## config.mk

```make
export PLATFORM = sky130hd
export DESIGN_NAME = vrc_top
export DESIGN_NICKNAME = d
export VERILOG_FILES = /design/src/rtl/vrc_pkg.sv /design/src/rtl/vrc_settle.sv /design/src/rtl/vrc_top.sv
export SDC_FILE = /design/constraint.sdc
export NUM_CORES = 1
export LEC_CHECK = 0
export ABC_AREA = 1
export BUFFER_PORTS_ARGS = -buffer_cell sky130_fd_sc_hd__buf_4
export CORE_MARGIN = 4
export CORE_UTILIZATION = 43
export DETAILED_ROUTE_END_ITERATION = 10
export PLACE_DENSITY = 0.86
export SLEW_MARGIN = 40
export SYNTH_ARGS = -nofsm -noshare
export SYNTH_HDL_FRONTEND = slang
export SYNTH_SLANG_ARGS = --single-unit
```

## constraint.sdc

```tcl
create_clock -name clk_i -period 1.65 [get_ports clk_i]
set_input_delay 0.2475 -clock clk_i [delete_from_list [all_inputs] [get_ports clk_i]]
set_output_delay 0.2475 -clock clk_i [all_outputs]
set_load 0.01 [all_outputs]
```

## src/rtl/vrc_pkg.sv

```systemverilog
// Package with register map, field layout, reset values and timing for the voltage reference block
package vrc_pkg;

  // Register bus geometry
  localparam int unsigned ADDR_W = 4;
  localparam int unsigned DATA_W = 8;

  // Register offsets
  localparam logic [3:0] LADDER_CTRL_OFS = 4'h0;
  localparam logic [3:0] FIXED_CTRL_OFS = 4'h1;

  // Ladder control field positions
  localparam int unsigned LADDER_EN_BIT = 7;
  localparam int unsigned LADDER_PIN_OE_BIT = 6;
  localparam int unsigned RANGE_SEL_BIT = 5;
  localparam int unsigned SOURCE_SEL_BIT = 4;
  localparam int unsigned LEVEL_MSB = 3;
  localparam int unsigned LEVEL_LSB = 0;
  localparam int unsigned LEVEL_W = 4;

  // Fixed reference control field positions
  localparam int unsigned FIXED_EN_BIT = 7;
  localparam int unsigned FIXED_STABLE_BIT = 6;

  // Reset values
  localparam logic [7:0] LADDER_CTRL_RST = 8'h00;
  localparam logic FIXED_EN_RST = 1'b0;
  localparam logic [7:0] RDATA_RST = 8'h00;

  // Tap expressed in 96ths of the source span, the common multiple of 24 and 32
  localparam int unsigned TAP_W = 7;
  localparam logic [2:0] LOW_RANGE_MULT = 3'h4;
  localparam logic [2:0] HIGH_RANGE_MULT = 3'h3;
  localparam logic [4:0] HIGH_RANGE_BASE = 5'h08;

  // Timing
  localparam int unsigned CLK_PERIOD_NS = 100;
  localparam int unsigned SETTLE_TIME_NS = 10000;
  localparam int unsigned SETTLE_CYCLES =
    (SETTLE_TIME_NS + CLK_PERIOD_NS - 1) / CLK_PERIOD_NS;

  // Number of comparators that pick a reference
  localparam int unsigned NUM_COMPARATORS = 2;

endpackage

```

## src/rtl/vrc_settle.sv

```systemverilog
// Settling counter that raises a stable flag after an enable has held high long enough
`timescale 1ns/1ns
module vrc_settle #(
  parameter int unsigned SETTLE_CYCLES = vrc_pkg::SETTLE_CYCLES,
  parameter int unsigned CNT_W = (SETTLE_CYCLES < 2) ? 1 : $clog2(SETTLE_CYCLES + 1)
) (
  // Clock and reset
  input wire logic clk_i,
  input wire logic nrst_i,
  // Enable and status
  input wire logic en_i,
  output logic stable_o
);

  localparam logic [CNT_W-1:0] LAST = CNT_W'(SETTLE_CYCLES - 1);

  logic [CNT_W-1:0] cnt_reg;
  logic stable_reg;

  // Counter restarts on any drop of the enable, so a glitchy enable never shows stable early
  always_ff @(posedge clk_i or negedge nrst_i) begin
    if (!nrst_i) begin
      cnt_reg <= '0;
    end else if (!en_i) begin
      cnt_reg <= '0;
    end else if (!stable_reg) begin
      cnt_reg <= cnt_reg + CNT_W'(1);
    end
  end

  always_ff @(posedge clk_i or negedge nrst_i) begin
    if (!nrst_i) begin
      stable_reg <= 1'b0;
    end else if (!en_i) begin
      stable_reg <= 1'b0; // [RULE16]
    end else if (cnt_reg == LAST) begin
      stable_reg <= 1'b1; // [RULE16]
    end
  end

  assign stable_o = stable_reg;

endmodule

```

## src/rtl/vrc_top.sv

```systemverilog
// Control and status logic for the resistor-ladder reference and the fixed bandgap reference
//
// Operation
// [RULE1] Two ladder ranges by range bit; 4-bit level picks one of 16 taps.
// [RULE2] Range 1 taps level/24 of span; range 0 taps (8+level)/32.
// [RULE3] Source bit 1 feeds ladder from reference pins; 0 from supply to ground.
// [RULE4] Software clamps output to ground: enable off, low range, level zero.
// [RULE5] Pin-output bit drives ladder on pin, killing digital buffer and detector.
// [RULE6] Digital read of the pin returns zero while it outputs the reference.
// [RULE7] Wake from sleep leaves ladder control register contents untouched.
// [RULE8] Software should disable the ladder before sleep to save current.
// [RULE9] Reset disables both references, frees pin, high range, level cleared.
// [RULE10] Fixed reference powered by its bit or oscillator, voltage detect, brown-out.
// [RULE11] Read-only stable bit is 1 once fixed reference settled, else 0.
// [RULE12] Software waits settling delay or polls stable bit before use.
// [RULE13] Ladder register: enable 7, pin out 6, range 5, source 4, level 3-0.
// [RULE14] Fixed register: enable bit 7 RW, stable bit 6 RO, bits 5-0 zero.
// [RULE15] Comparator select 1 routes ladder, 0 routes fixed reference.
// [RULE16] Stable flag clears with effective enable low; sets after settling count.
`timescale 1ns/1ns
module vrc_top #(
  parameter int unsigned SETTLE_CYCLES = vrc_pkg::SETTLE_CYCLES,
  parameter int unsigned NUM_COMP = vrc_pkg::NUM_COMPARATORS
) (
  // Clock and reset
  input wire logic clk_i,
  input wire logic nrst_i,
  // Register port
  input wire logic [vrc_pkg::ADDR_W-1:0] addr_i,
  input wire logic [vrc_pkg::DATA_W-1:0] wdata_i,
  input wire logic wr_i,
  input wire logic rd_i,
  output logic [vrc_pkg::DATA_W-1:0] rdata_o,
  // Other users of the fixed reference
  input wire logic internal_fast_oscillator_en_i,
  input wire logic voltage_detect_unit_en_i,
  input wire logic brownout_reset_function_en_i,
  // Sleep state, has no effect on stored control
  input wire logic sleep_i,
  // Ladder analogue controls
  output logic ladder_power_o,
  output logic range_select_o,
  output logic ladder_source_select_o,
  output logic [vrc_pkg::LEVEL_W-1:0] ladder_level_o,
  output logic [vrc_pkg::TAP_W-1:0] ladder_tap_96ths_o,
  output logic ladder_neg_ref_zero_o,
  // Fixed reference analogue controls
  output logic fixed_ref_power_o,
  output logic fixed_ref_stable_o,
  // Reference pin
  input wire logic port_a_direction_i,
  input wire logic pin_latch_i,
  input wire logic pin_i,
  output logic pin_o,
  output logic pin_oe_o,
  output logic pin_input_detect_en_o,
  output logic ladder_reference_output_o,
  output logic pin_read_o,
  // Comparator reference routing
  input wire logic [NUM_COMP-1:0] comparator_ref_select_i,
  output logic [NUM_COMP-1:0] comparator_ref_ladder_o,
  output logic [NUM_COMP-1:0] comparator_ref_fixed_o
);

  logic [7:0] ladder_ctrl_reg;
  logic fixed_en_reg;
  logic [vrc_pkg::DATA_W-1:0] rdata_reg;
  logic [vrc_pkg::DATA_W-1:0] rdata_next;
  logic [vrc_pkg::TAP_W-1:0] tap_reg;
  logic [vrc_pkg::TAP_W-1:0] tap_next;
  logic pin_read_reg;
  logic fixed_eff_en;
  logic stable;
  logic pin_override;
  logic [vrc_pkg::LEVEL_W-1:0] level;

  assign level = ladder_ctrl_reg[vrc_pkg::LEVEL_MSB:vrc_pkg::LEVEL_LSB];

  // Ladder control register; sleep_i is deliberately not a term here
  always_ff @(posedge clk_i or negedge nrst_i) begin
    if (!nrst_i) begin
      ladder_ctrl_reg <= vrc_pkg::LADDER_CTRL_RST; // [RULE9]
    end else if (wr_i && addr_i == vrc_pkg::LADDER_CTRL_OFS) begin
      ladder_ctrl_reg <= wdata_i; // [RULE13] [RULE7]
    end
  end

  // Fixed reference enable, only bit 7 is storage
  always_ff @(posedge clk_i or negedge nrst_i) begin
    if (!nrst_i) begin
      fixed_en_reg <= vrc_pkg::FIXED_EN_RST; // [RULE9]
    end else if (wr_i && addr_i == vrc_pkg::FIXED_CTRL_OFS) begin
      fixed_en_reg <= wdata_i[vrc_pkg::FIXED_EN_BIT]; // [RULE14]
    end
  end

  // Clearing the bit cannot switch the bandgap off while another user needs it
  assign fixed_eff_en = fixed_en_reg | internal_fast_oscillator_en_i |
                        voltage_detect_unit_en_i | brownout_reset_function_en_i; // [RULE10]

  vrc_settle #(
    .SETTLE_CYCLES(SETTLE_CYCLES)
  ) u_settle (
    .clk_i(clk_i),
    .nrst_i(nrst_i),
    .en_i(fixed_eff_en),
    .stable_o(stable)
  );

  // Read mux; data appear only in the cycle after the strobe
  always_comb begin
    rdata_next = '0;
    if (rd_i) begin
      case (addr_i)
        vrc_pkg::LADDER_CTRL_OFS: begin
          rdata_next = ladder_ctrl_reg; // [RULE13]
        end
        vrc_pkg::FIXED_CTRL_OFS: begin
          rdata_next[vrc_pkg::FIXED_EN_BIT] = fixed_en_reg; // [RULE14]
          rdata_next[vrc_pkg::FIXED_STABLE_BIT] = stable; // [RULE11]
        end
        default: begin
          rdata_next = '0;
        end
      endcase
    end
  end

  always_ff @(posedge clk_i or negedge nrst_i) begin
    if (!nrst_i) begin
      rdata_reg <= vrc_pkg::RDATA_RST;
    end else begin
      rdata_reg <= rdata_next;
    end
  end

  // Tap position in 96ths: level*4 for low range, (8+level)*3 for high range
  always_comb begin
    tap_next = '0;
    if (ladder_ctrl_reg[vrc_pkg::RANGE_SEL_BIT]) begin
      tap_next = vrc_pkg::TAP_W'({3'h0, level} * vrc_pkg::LOW_RANGE_MULT); // [RULE2] [RULE1]
    end else begin
      // Widened to the tap width first, since (8+15)*3 overflows the 5-bit base
      tap_next = ({2'h0, vrc_pkg::HIGH_RANGE_BASE} + {3'h0, level}) *
                 {4'h0, vrc_pkg::HIGH_RANGE_MULT}; // [RULE2] [RULE1]
    end
  end

  always_ff @(posedge clk_i or negedge nrst_i) begin
    if (!nrst_i) begin
      tap_reg <= '0;
    end else begin
      tap_reg <= tap_next;
    end
  end

  // Pin override beats the direction bit
  assign pin_override = ladder_ctrl_reg[vrc_pkg::LADDER_PIN_OE_BIT]; // [RULE5]

  always_ff @(posedge clk_i or negedge nrst_i) begin
    if (!nrst_i) begin
      pin_read_reg <= 1'b0;
    end else begin
      pin_read_reg <= pin_override ? 1'b0 : pin_i; // [RULE6]
    end
  end

  // Comparator reference routing, one select per comparator
  for (genvar g = 0; g < NUM_COMP; g++) begin : g_comp
    assign comparator_ref_ladder_o[g] = comparator_ref_select_i[g]; // [RULE15]
    assign comparator_ref_fixed_o[g] = !comparator_ref_select_i[g]; // [RULE15]
  end

  // Outputs
  assign rdata_o = rdata_reg;
  assign ladder_power_o = ladder_ctrl_reg[vrc_pkg::LADDER_EN_BIT];
  assign range_select_o = ladder_ctrl_reg[vrc_pkg::RANGE_SEL_BIT]; // [RULE1]
  assign ladder_source_select_o = ladder_ctrl_reg[vrc_pkg::SOURCE_SEL_BIT]; // [RULE3]
  assign ladder_neg_ref_zero_o = !ladder_ctrl_reg[vrc_pkg::SOURCE_SEL_BIT]; // [RULE3]
  assign ladder_level_o = level;
  assign ladder_tap_96ths_o = tap_reg;
  assign fixed_ref_power_o = fixed_eff_en; // [RULE10]
  assign fixed_ref_stable_o = stable; // [RULE11]
  assign pin_o = pin_latch_i;
  assign pin_oe_o = !pin_override && !port_a_direction_i; // [RULE5]
  assign pin_input_detect_en_o = !pin_override; // [RULE5]
  assign ladder_reference_output_o = pin_override; // [RULE5]
  assign pin_read_o = pin_read_reg;

endmodule

```

==> impl_metrics.json, run 1 <==
{
  "outcome": "finished, violations left",
  "violations": "negative setup slack",
  "r2r_end": "ladder_tap_96ths_o[5]",
  "cts.sinks": 33,
  "layout_setup_ws_ns": -0.0234,
  "io_pins": 59,
  "setup_viol": 2,
  "syn_nets": 199,
  "syn_area_per_cell_sq_um": 9.08,
  "drv_slew": 0,
  "crit_required_ns": 1.91,
  "path_class": "flip-flop to flip-flop",
  "p_clk_share_pct": 23.8,
  "portBuffers": 55,
  "gr-total-overflow": 0,
  "cp_max_fo": 4,
  "period_minus_slack_ns": 1.67,
  "ys_top_cells_by_count": "33 x dfrtp_1, 32 x nand2_1, 28 x inv_1, 26 x nor2_1, 10 x o21ai_0",
  "hold_path_depth": 3,
  "worst_pin_slew_ns": 0.402,
  "hp-start": "wdata_i[4]",
  "dpl_cell_area_sq_um": 1990,
  "wl_per_cell_um": 11.8,
  "initial_core_util_pct": 45.0,
  "yosys_warnings": 0,
  "p_comb_share_pct": 33.1,
  "skew_ns": 0.00754,
  "fin_tns_setup_ns": -0.0383,
  "critPathLaunchType": "flip-flop",
  "clock_latency_ns": 0.33,
  "routed_wl_um": 3280,
  "leakage_nw": 1.18,
  "die_area_sq_um": 4560,
  "final_area_sq_um": 2110,
  "htree_levels": 2,
  "grt_pass1_vias": 1283,
  "drt-pass1-iter-count": 4,
  "p_int_w": 0.00179,
  "cts_buffers": 5,
  "critPathTopFamily": "adder cells",
  "synth_most_common_cell": "dfrtp_1",
  "yosysTopAreaCellShare_pct": 54.1,
  "cts_tree": "yes",
  "grt_pass1_wl_um": 5570,
  "maxCapViolCount": 0,
  "synth-seq-cells": 33,
  "drive_above_1_share_pct": 36.9,
  "synth_edf_count": 0,
  "grt_max_degree": 34,
  "worst_r2r_path_depth": 6,
  "async_reset_ff_share_pct": 100,
  "syn-cell-area_sq_um": 1530,
  "end_kind": "flip-flop",
  "yosysSeqAreaShare_pct": 54.1,
  "seq_power_share_pct": 43.2,
  "track_usage_pct": 16.6,
  "yosysUniqueCellTypes": 23,
  "crit_slowest_cell": "dfrtp_1",
  "diodes": 0,
  "min_path_type": "input port to flip-flop",
  "timing.critical_path.slowest_cell_delay_ns": 0.41,
  "period_share_pct": 101,
  "viasPerCell": 4.66,
  "cp_num_buf_inv": 1,
  "synth_cells": 168,
  "std_cell_rows": 21,
  "p_switching_w": 0.000864,
  "hold_viol_final": 0,
  "slew_headroom_pct": 73.2,
  "rsz0062_at_grt": "yes",
  "die_w_um": 67.6,
  "postRouteAntennaNets": 0,
  "max_freq_ghz": 0.598,
  "root_buffer": "clkbuf_4",
  "synth_top_area_cell": "dfrtp_1",
  "ir_drop_uv": 728,
  "chipHeight_um": 67.6,
  "fin_nets": 263,
  "post-route-util_pct": 62.2,
  "hold_end": "ladder_ctrl_reg[4]",
  "vias": 1299,
  "drt-initial-drc-count": 57,
  "power.density_nw_per_um2": 1260,
  "drc_errors": 0,
  "critPathArrivalTime_ns": 1.93,
  "reg2reg_from": "ladder_ctrl_reg[1]",
  "core_sq_um": 3390,
  "worstPathCellList": "ha_2 -> inv_2 -> fa_2 -> fa_2 -> nor2_2 -> xor2_1",
  "dp_hpwl_um": 2500,
  "ctsLongestPathBuffers": 2,
  "rrSetupSlack_ns": -0.02,
  "clkTransAtPathRegs_ns": 0.10,
  "area.growth.synth_to_final_pct": 38.2,
  "crit_top_cell": "fa_2",
  "p_sw_share_pct": 32.5,
  "ys.flop_type": "dfrtp_1",
  "antenna_found_initial": 0,
  "place.gp.congestion": 0.837,
  "ys_top_cells_by_area": "dfrtp_1 54%, nand2_1 7.9%, inv_1 6.9%"
}
-- layout by cell type (no fill, tap or decap), types with 2 or more instances in the layout --
master,synthesis,layout
a21oi_1,4,4
buf_4,3,61
clkbuf_4,0,5
dfrtp_1,33,33
fa_2,0,2
ha_1,4,3
inv_1,28,27
inv_2,1,2
nand2_1,32,32
nand2_2,3,3
nand3_1,7,7
nand4_1,2,2
nor2_1,26,25
nor2_2,2,3
o21ai_0,10,9
o21ai_1,1,2
o21ai_2,2,2
xor2_1,2,2
-- metal layers --
layer / share of wire, % / wire [um] / GRT usage, % / up-vias
met4: 1.7 / 55 / 6.33 / 0
met2: 52 / 1700 / 28.2 / 52
met5: 0 / 0 / 0 / -
met1: 39 / 1270 / 19.7 / 604
met3: 7.7 / 251 / 4.83 / 4
li1: - / - / - / 639
-- what timing repair did --
item / 4_1_cts / 5_1_grt
hold buffers: 1 / 0
buffers inserted: 2 / 0
gates resized for setup: 4 / 0
pin swaps: 2 / 2
setup endpoints to repair: 2 / 2
hold endpoints to repair: 33 / 0
-- cell type report --
cell class	count	area (sq um)
clock buffers	6	51.3
clock inverters	2	37.5
fillers	280	1280
inverters	29	109
multi-input cells	101	559
flip-flops and latches	33	826
well taps	46	57.6
repair buffers	62	468
-- through the flow --
step	cells	hold WS (ns)	power, W	setup slack (ns)
after floorplan	168	-0.0481	0.00159	-0.0216
final	279	0.106	0.00265	-0.0234
after global routing	279	0.0928	0.00285	-0.103
after CTS	279	0.100	0.00268	-0.0339
after global placement	268	0.207	0.00197	0.0152
after detailed placement	268	0.207	0.00201	-0.0680
-- power groups by stage --
stage,sequential [W],clock [W],combinational (W)
floorplan,0.00119,0,0.000394
global placement,0.00115,0,0.000815
detailed placement,0.00116,0,0.000844
CTS,0.00115,0.000643,0.000886
global route,0.00118,0.000682,0.000994
finish,0.00115,0.000631,0.000877
-- logic make-up (layout without fill, tap and decap cells) --
logic type / after synthesis / after routing / synth area share, %
fa+ha+maj: 6 / 6 / 5.91
buf+inv: 34 / 99 / 9.84
xor+xnor: 2 / 2 / 1.15
simple gates: 76 / 76 / 22.9
flops: 33 / 33 / 54.1
compound gates: 17 / 17 / 6.07
-- worst max path at each step --
stage | from | end | slack (ns) | cells after the start
4_1_cts | ladder_ctrl_reg[1] | ladder_tap_96ths_o[5] | -0.03 | 6
3_5_place_dp | ladder_ctrl_reg[1] | ladder_tap_96ths_o[5] | -0.07 | 6
3_3_place_gp | ladder_ctrl_reg[1] | ladder_tap_96ths_o[5] | 0.02 | 6
5_1_grt | ladder_ctrl_reg[1] | ladder_tap_96ths_o[5] | -0.10 | 6
6_report | ladder_ctrl_reg[1] | ladder_tap_96ths_o[5] | -0.02 | 6
2_1_floorplan | ladder_ctrl_reg[1] | ladder_tap_96ths_o[5] | -0.02 | 6
-- worst min-delay path: stages --
cell and delay (ns):
buf_4 0.08, nand2_2 0.04, o21ai_2 0.04
No activity file was read; power rests on OpenSTA's default activity.
==> run 2, diff against run 1 <==
- CELL_PAD_IN_SITES_DETAIL_PLACEMENT: unset -> 1
- CELL_PAD_IN_SITES_GLOBAL_PLACEMENT: unset -> 1
- CORE_UTILIZATION: 43 -> 31
- MAX_ROUTING_LAYER: unset -> met4
- PLACE_DENSITY: 0.86 -> 0.85
==> impl_metrics.json, run 2 (synthesis results as in run 1) <==
{
  "clock_latency_ns": 0.28,
  "power.density_nw_per_um2": 1310,
  "drt-initial-drc-count": 22,
  "htree_levels": 2,
  "hold_viol_final": 0,
  "grt_max_degree": 34,
  "wl_per_cell_um": 12.7,
  "io_pins": 59,
  "diodes": 0,
  "routed_wl_um": 3780,
  "crit_required_ns": 1.81,
  "postRouteAntennaNets": 0,
  "p_switching_w": 0.000909,
  "vias": 1274,
  "fin_tns_setup_ns": -0.121,
  "grt_pass1_vias": 1489,
  "worst_r2r_path_depth": 5,
  "violations": "negative setup slack",
  "area.growth.synth_to_final_pct": 41.3,
  "min_path_type": "input port to flip-flop",
  "critPathArrivalTime_ns": 1.89,
  "ctsLongestPathBuffers": 2,
  "initial_core_util_pct": 32.1,
  "slew_headroom_pct": 72.1,
  "max_freq_ghz": 0.579,
  "setup_viol": 2,
  "post-route-util_pct": 45.3,
  "hold_slack_ns": 0.160,
  "p_comb_share_pct": 31.1,
  "drc_errors": 0,
  "antenna_found_initial": 0,
  "chipHeight_um": 78.1,
  "grtUsageMet1_pct": 17.0,
  "layout_setup_ws_ns": -0.0759,
  "p_clk_share_pct": 28.0,
  "cts_tree": "yes",
  "rsz0062_at_grt": "yes",
  "drv_slew": 0,
  "end_kind": "flip-flop",
  "grt_busiest_layer": "met2",
  "seq_power_share_pct": 40.9,
  "cts_buffers": 5,
  "viasPerCell": 4.28,
  "gr-total-overflow": 0,
  "drt-pass1-iter-count": 4,
  "portBuffers": 55,
  "path_class": "flip-flop to flip-flop",
  "worst_pin_slew_ns": 0.418,
  "std_cell_rows": 25,
  "final_area_sq_um": 2150,
  "drive_above_1_share_pct": 36.8,
  "fin_nets": 261,
  "grt_pass1_wl_um": 6800,
  "hold_path_depth": 3,
  "fillCellCount": 581,
  "period_minus_slack_ns": 1.73,
  "grt.met3_usage_pct": 2.41,
  "core_sq_um": 4750,
  "critPathLaunchType": "flip-flop",
  "mostFrequentLayoutCells": "59 x buf_4, 33 x dfrtp_1, 32 x nand2_1, 27 x inv_1, 25 x nor2_1",
  "place.gp.congestion": 0.794,
  "maxCapViolCount": 0,
  "cts.sinks": 33,
  "die_area_sq_um": 6110,
  "die_w_um": 78.1,
  "outcome": "finished, violations left",
  "root_buffer": "clkbuf_8",
  "final_common_cell": "buf_4",
  "dp_hpwl_um": 2880,
  "p_int_w": 0.00192,
  "skew_ns": 0.00387,
  "period_share_pct": 105,
  "cp_max_fo": 5,
  "p_sw_share_pct": 32.2,
  "grt_use_met2_pct": 25.1,
  "post-place-ws_ns": -0.0833,
  "dpl_cell_area_sq_um": 2010,
  "leakage_nw": 1.18,
  "track_usage_pct": 14.6,
  "ir_drop_uv": 491,
  "clkTransAtPathRegs_ns": 0.07
}
[run 2: area by class of cell]
type | count | area, sq um | area share, %
sequential | 33 | 826 | 38.3
multi-input combinational | 101 | 563 | 26.1
timing repair buffer | 60 | 453 | 21.0
inverter | 29 | 109 | 5.05
tap | 67 | 83.8 | 3.89
clock buffer | 6 | 82.6 | 3.83
clock inverter | 2 | 37.5 | 1.74
[run 2: power groups by stage]
| stage | Combinational (W) | Clock [W] | Sequential (W) |
|---|---|---|---|
| 4_1_cts | 0.000882 | 0.000814 | 0.00115 |
| 6_report | 0.000880 | 0.000792 | 0.00116 |
| 2_1_floorplan | 0.000394 | 0 | 0.00119 |
| 5_1_grt | 0.00100 | 0.000847 | 0.00119 |
| 3_3_place_gp | 0.000813 | 0 | 0.00116 |
| 3_5_place_dp | 0.000852 | 0 | 0.00117 |
[run 2: per-stage QoR]
stage	std cells	total power [W]
2_1_floorplan	168	0.00159
3_3_place_gp	288	0.00197
3_5_place_dp	288	0.00202
4_1_cts	298	0.00285
5_1_grt	298	0.00304
6_report	298	0.00283
[run 2: repair_timing]
| item | 4_1_cts | 5_1_grt |
|---|---|---|
| hold buffers | 1 | 0 |
| buffers inserted | 1 | 0 |
| endpoints found under the setup margin | 2 | 2 |
| pin swaps | 1 | 2 |
| cloned | 0 | 0 |
| hold endpoints to repair | 33 | 0 |
| gates resized for setup | 2 | 3 |
[run 2: final timing paths]
path                                         start  slack [ns]               endpoint
min in group asynchronous                   nrst_i        0.47     ladder_ctrl_reg[3]
worst min-delay path                    wdata_i[3]        0.16     ladder_ctrl_reg[3]
worst min register to register        fixed_en_reg        0.50             rdata_o[7]
max in group asynchronous                   nrst_i        0.88  ladder_tap_96ths_o[0]
worst max register to register  ladder_ctrl_reg[1]       -0.08  ladder_tap_96ths_o[3]
worst max-delay path            ladder_ctrl_reg[1]       -0.08  ladder_tap_96ths_o[3]
[run 2: critical path, stage by stage, from the launching register on]
cell	delay, ns
dfrtp_1	0.42
ha_2	0.22
inv_2	0.04
fa_2	0.33
fa_2	0.54
o21ai_2	0.05
[run 2: layer usage]
layer / share of wire, % / vias up
li1: - / 628
met1: 41 / 607
met2: 53 / 34
met3: 4.8 / 5
met4: 1.4 / 0
met5: 0 / -
==> run 3, diff against run 2 <==
- TNS_END_PERCENT: unset -> 50
==> impl_metrics.json, run 3 (synthesis results as in run 1) <==
{
  "wl_met2_um": 1800,
  "drc_errors": 0,
  "root_buffer": "clkbuf_8",
  "portBuffers": 55,
  "area.growth.synth_to_final_pct": 41.0,
  "core_sq_um": 4750,
  "grt_max_degree": 34,
  "crit_required_ns": 1.86,
  "grt_pass1_vias": 1332,
  "critPathLaunchType": "flip-flop",
  "routed_wl_um": 3610,
  "hold_viol_final": 0,
  "final_area_sq_um": 2150,
  "place.gp.congestion": 0.819,
  "end_kind": "flip-flop",
  "fin_nets": 261,
  "htree_levels": 2,
  "chipHeight_um": 78.1,
  "slew_headroom_pct": 72.7,
  "track_usage_pct": 13.7,
  "grt_pass1_wl_um": 6220,
  "outcome": "finished clean",
  "fillCellCount": 598,
  "maxCapViolCount": 0,
  "initial_core_util_pct": 32.1,
  "io_pins": 59,
  "post-route-util_pct": 45.2,
  "rsz0062_at_grt": "yes",
  "min_path_type": "input port to flip-flop",
  "cp_max_fo": 3,
  "drive_above_1_share_pct": 36.4,
  "setup_viol": 0,
  "drv_slew": 0,
  "die_w_um": 78.1,
  "worst_pin_slew_ns": 0.410,
  "multi_input_area_sq_um": 559,
  "period_share_pct": 99.3,
  "regArea_sq_um": 826,
  "max_freq_ghz": 0.610,
  "dp.cells": 288,
  "diodes": 0,
  "skew_ns": 0.00589,
  "cts_buffers": 5,
  "antenna_found_initial": 0,
  "hold_slack_ns": 0.154,
  "dr.max_layer_used": "met4",
  "critPathArrivalTime_ns": 1.85,
  "drt-initial-drc-count": 67,
  "layout_setup_ws_ns": 0.0120,
  "dpl_cell_area_sq_um": 2010,
  "wl_per_cell_um": 12.1,
  "ir_drop_uv": 659,
  "power.density_nw_per_um2": 1310,
  "final_cells": 298,
  "clkTransAtPathRegs_ns": 0.07,
  "std_cell_rows": 25,
  "postRouteAntennaNets": 0,
  "cts_tree": "yes",
  "vias": 1268,
  "die_area_sq_um": 6110,
  "cts.sinks": 33,
  "wl_met3_um": 218,
  "met1_length_um": 1520,
  "final_common_cell": "buf_4",
  "ctsLongestPathBuffers": 2,
  "viasPerCell": 4.26,
  "leakage_nw": 1.18,
  "path_class": "flip-flop to flip-flop",
  "mostFrequentLayoutCells": "59 x buf_4, 33 x dfrtp_1, 32 x nand2_1, 27 x inv_1, 25 x nor2_1",
  "period_minus_slack_ns": 1.64,
  "clock_latency_ns": 0.29,
  "drt-pass1-iter-count": 4,
  "gr-total-overflow": 0,
  "post-place-ws_ns": -0.0978,
  "dp_hpwl_um": 2850
}
## run 3: worst max-delay path, cell delays in order, from the launching register on
cell	delay, ns
dfrtp_1	0.38
ha_2	0.19
inv_2	0.04
fa_2	0.33
fa_2	0.34
nor2_2	0.10
xor2_1	0.18
## run 3: repair_timing
item,CTS,global route
endpoints found under the setup margin,2,2
resized for setup,3,1
pin swaps,2,2
endpoints found under the hold margin,33,0
hold buffers,1,0
setup buffers,1,0
## run 3: per-layer routing
metal  global-route usage (%)  vias up
met4                     5.94        0
met1                     16.1      587
met3                     3.90        7
met2                     22.2       41
li1                         -      633
met5                        -        -
## run 3: where the power goes
part	total (W)	internal, W	switching, W
registers	0.00115	0.000998	0.000157
clock network	0.000789	0.000491	0.000299
logic	0.000863	0.000421	0.000442
total	0.00281	0.00191	0.000898
## run 3: final timing paths
check                           slack, ns  cells past startpoint                     to                from
worst max-delay path                 0.01                      6  ladder_tap_96ths_o[5]  ladder_ctrl_reg[1]
worst min-delay path                 0.15                      3     ladder_ctrl_reg[4]          wdata_i[4]
worst max register to register       0.01                      6  ladder_tap_96ths_o[5]  ladder_ctrl_reg[1]
worst min register to register       0.51                      2             rdata_o[7]        fixed_en_reg
max in group asynchronous            0.92                      2             rdata_o[5]              nrst_i
min in group asynchronous            0.42                      2             rdata_o[1]              nrst_i
## run 3: layout make-up
type,count,area share [%]
repair buffers,60,21.1
inverters,29,5.06
multi-input cells,101,26.0
flip-flops and latches,33,38.4
clock inverters,2,1.75
well taps,67,3.90
clock buffers,6,3.84
## run 3: stage by stage
| stage | setup TNS [ns] | power (W) |
|---|---|---|
| after floorplan | -0.0301 | 0.00159 |
| after global placement | -0.0136 | 0.00197 |
| after detailed placement | -0.123 | 0.00203 |
| after CTS | -0.0161 | 0.00286 |
| after global routing | -0.139 | 0.00303 |
| final | 0 | 0.00281 |
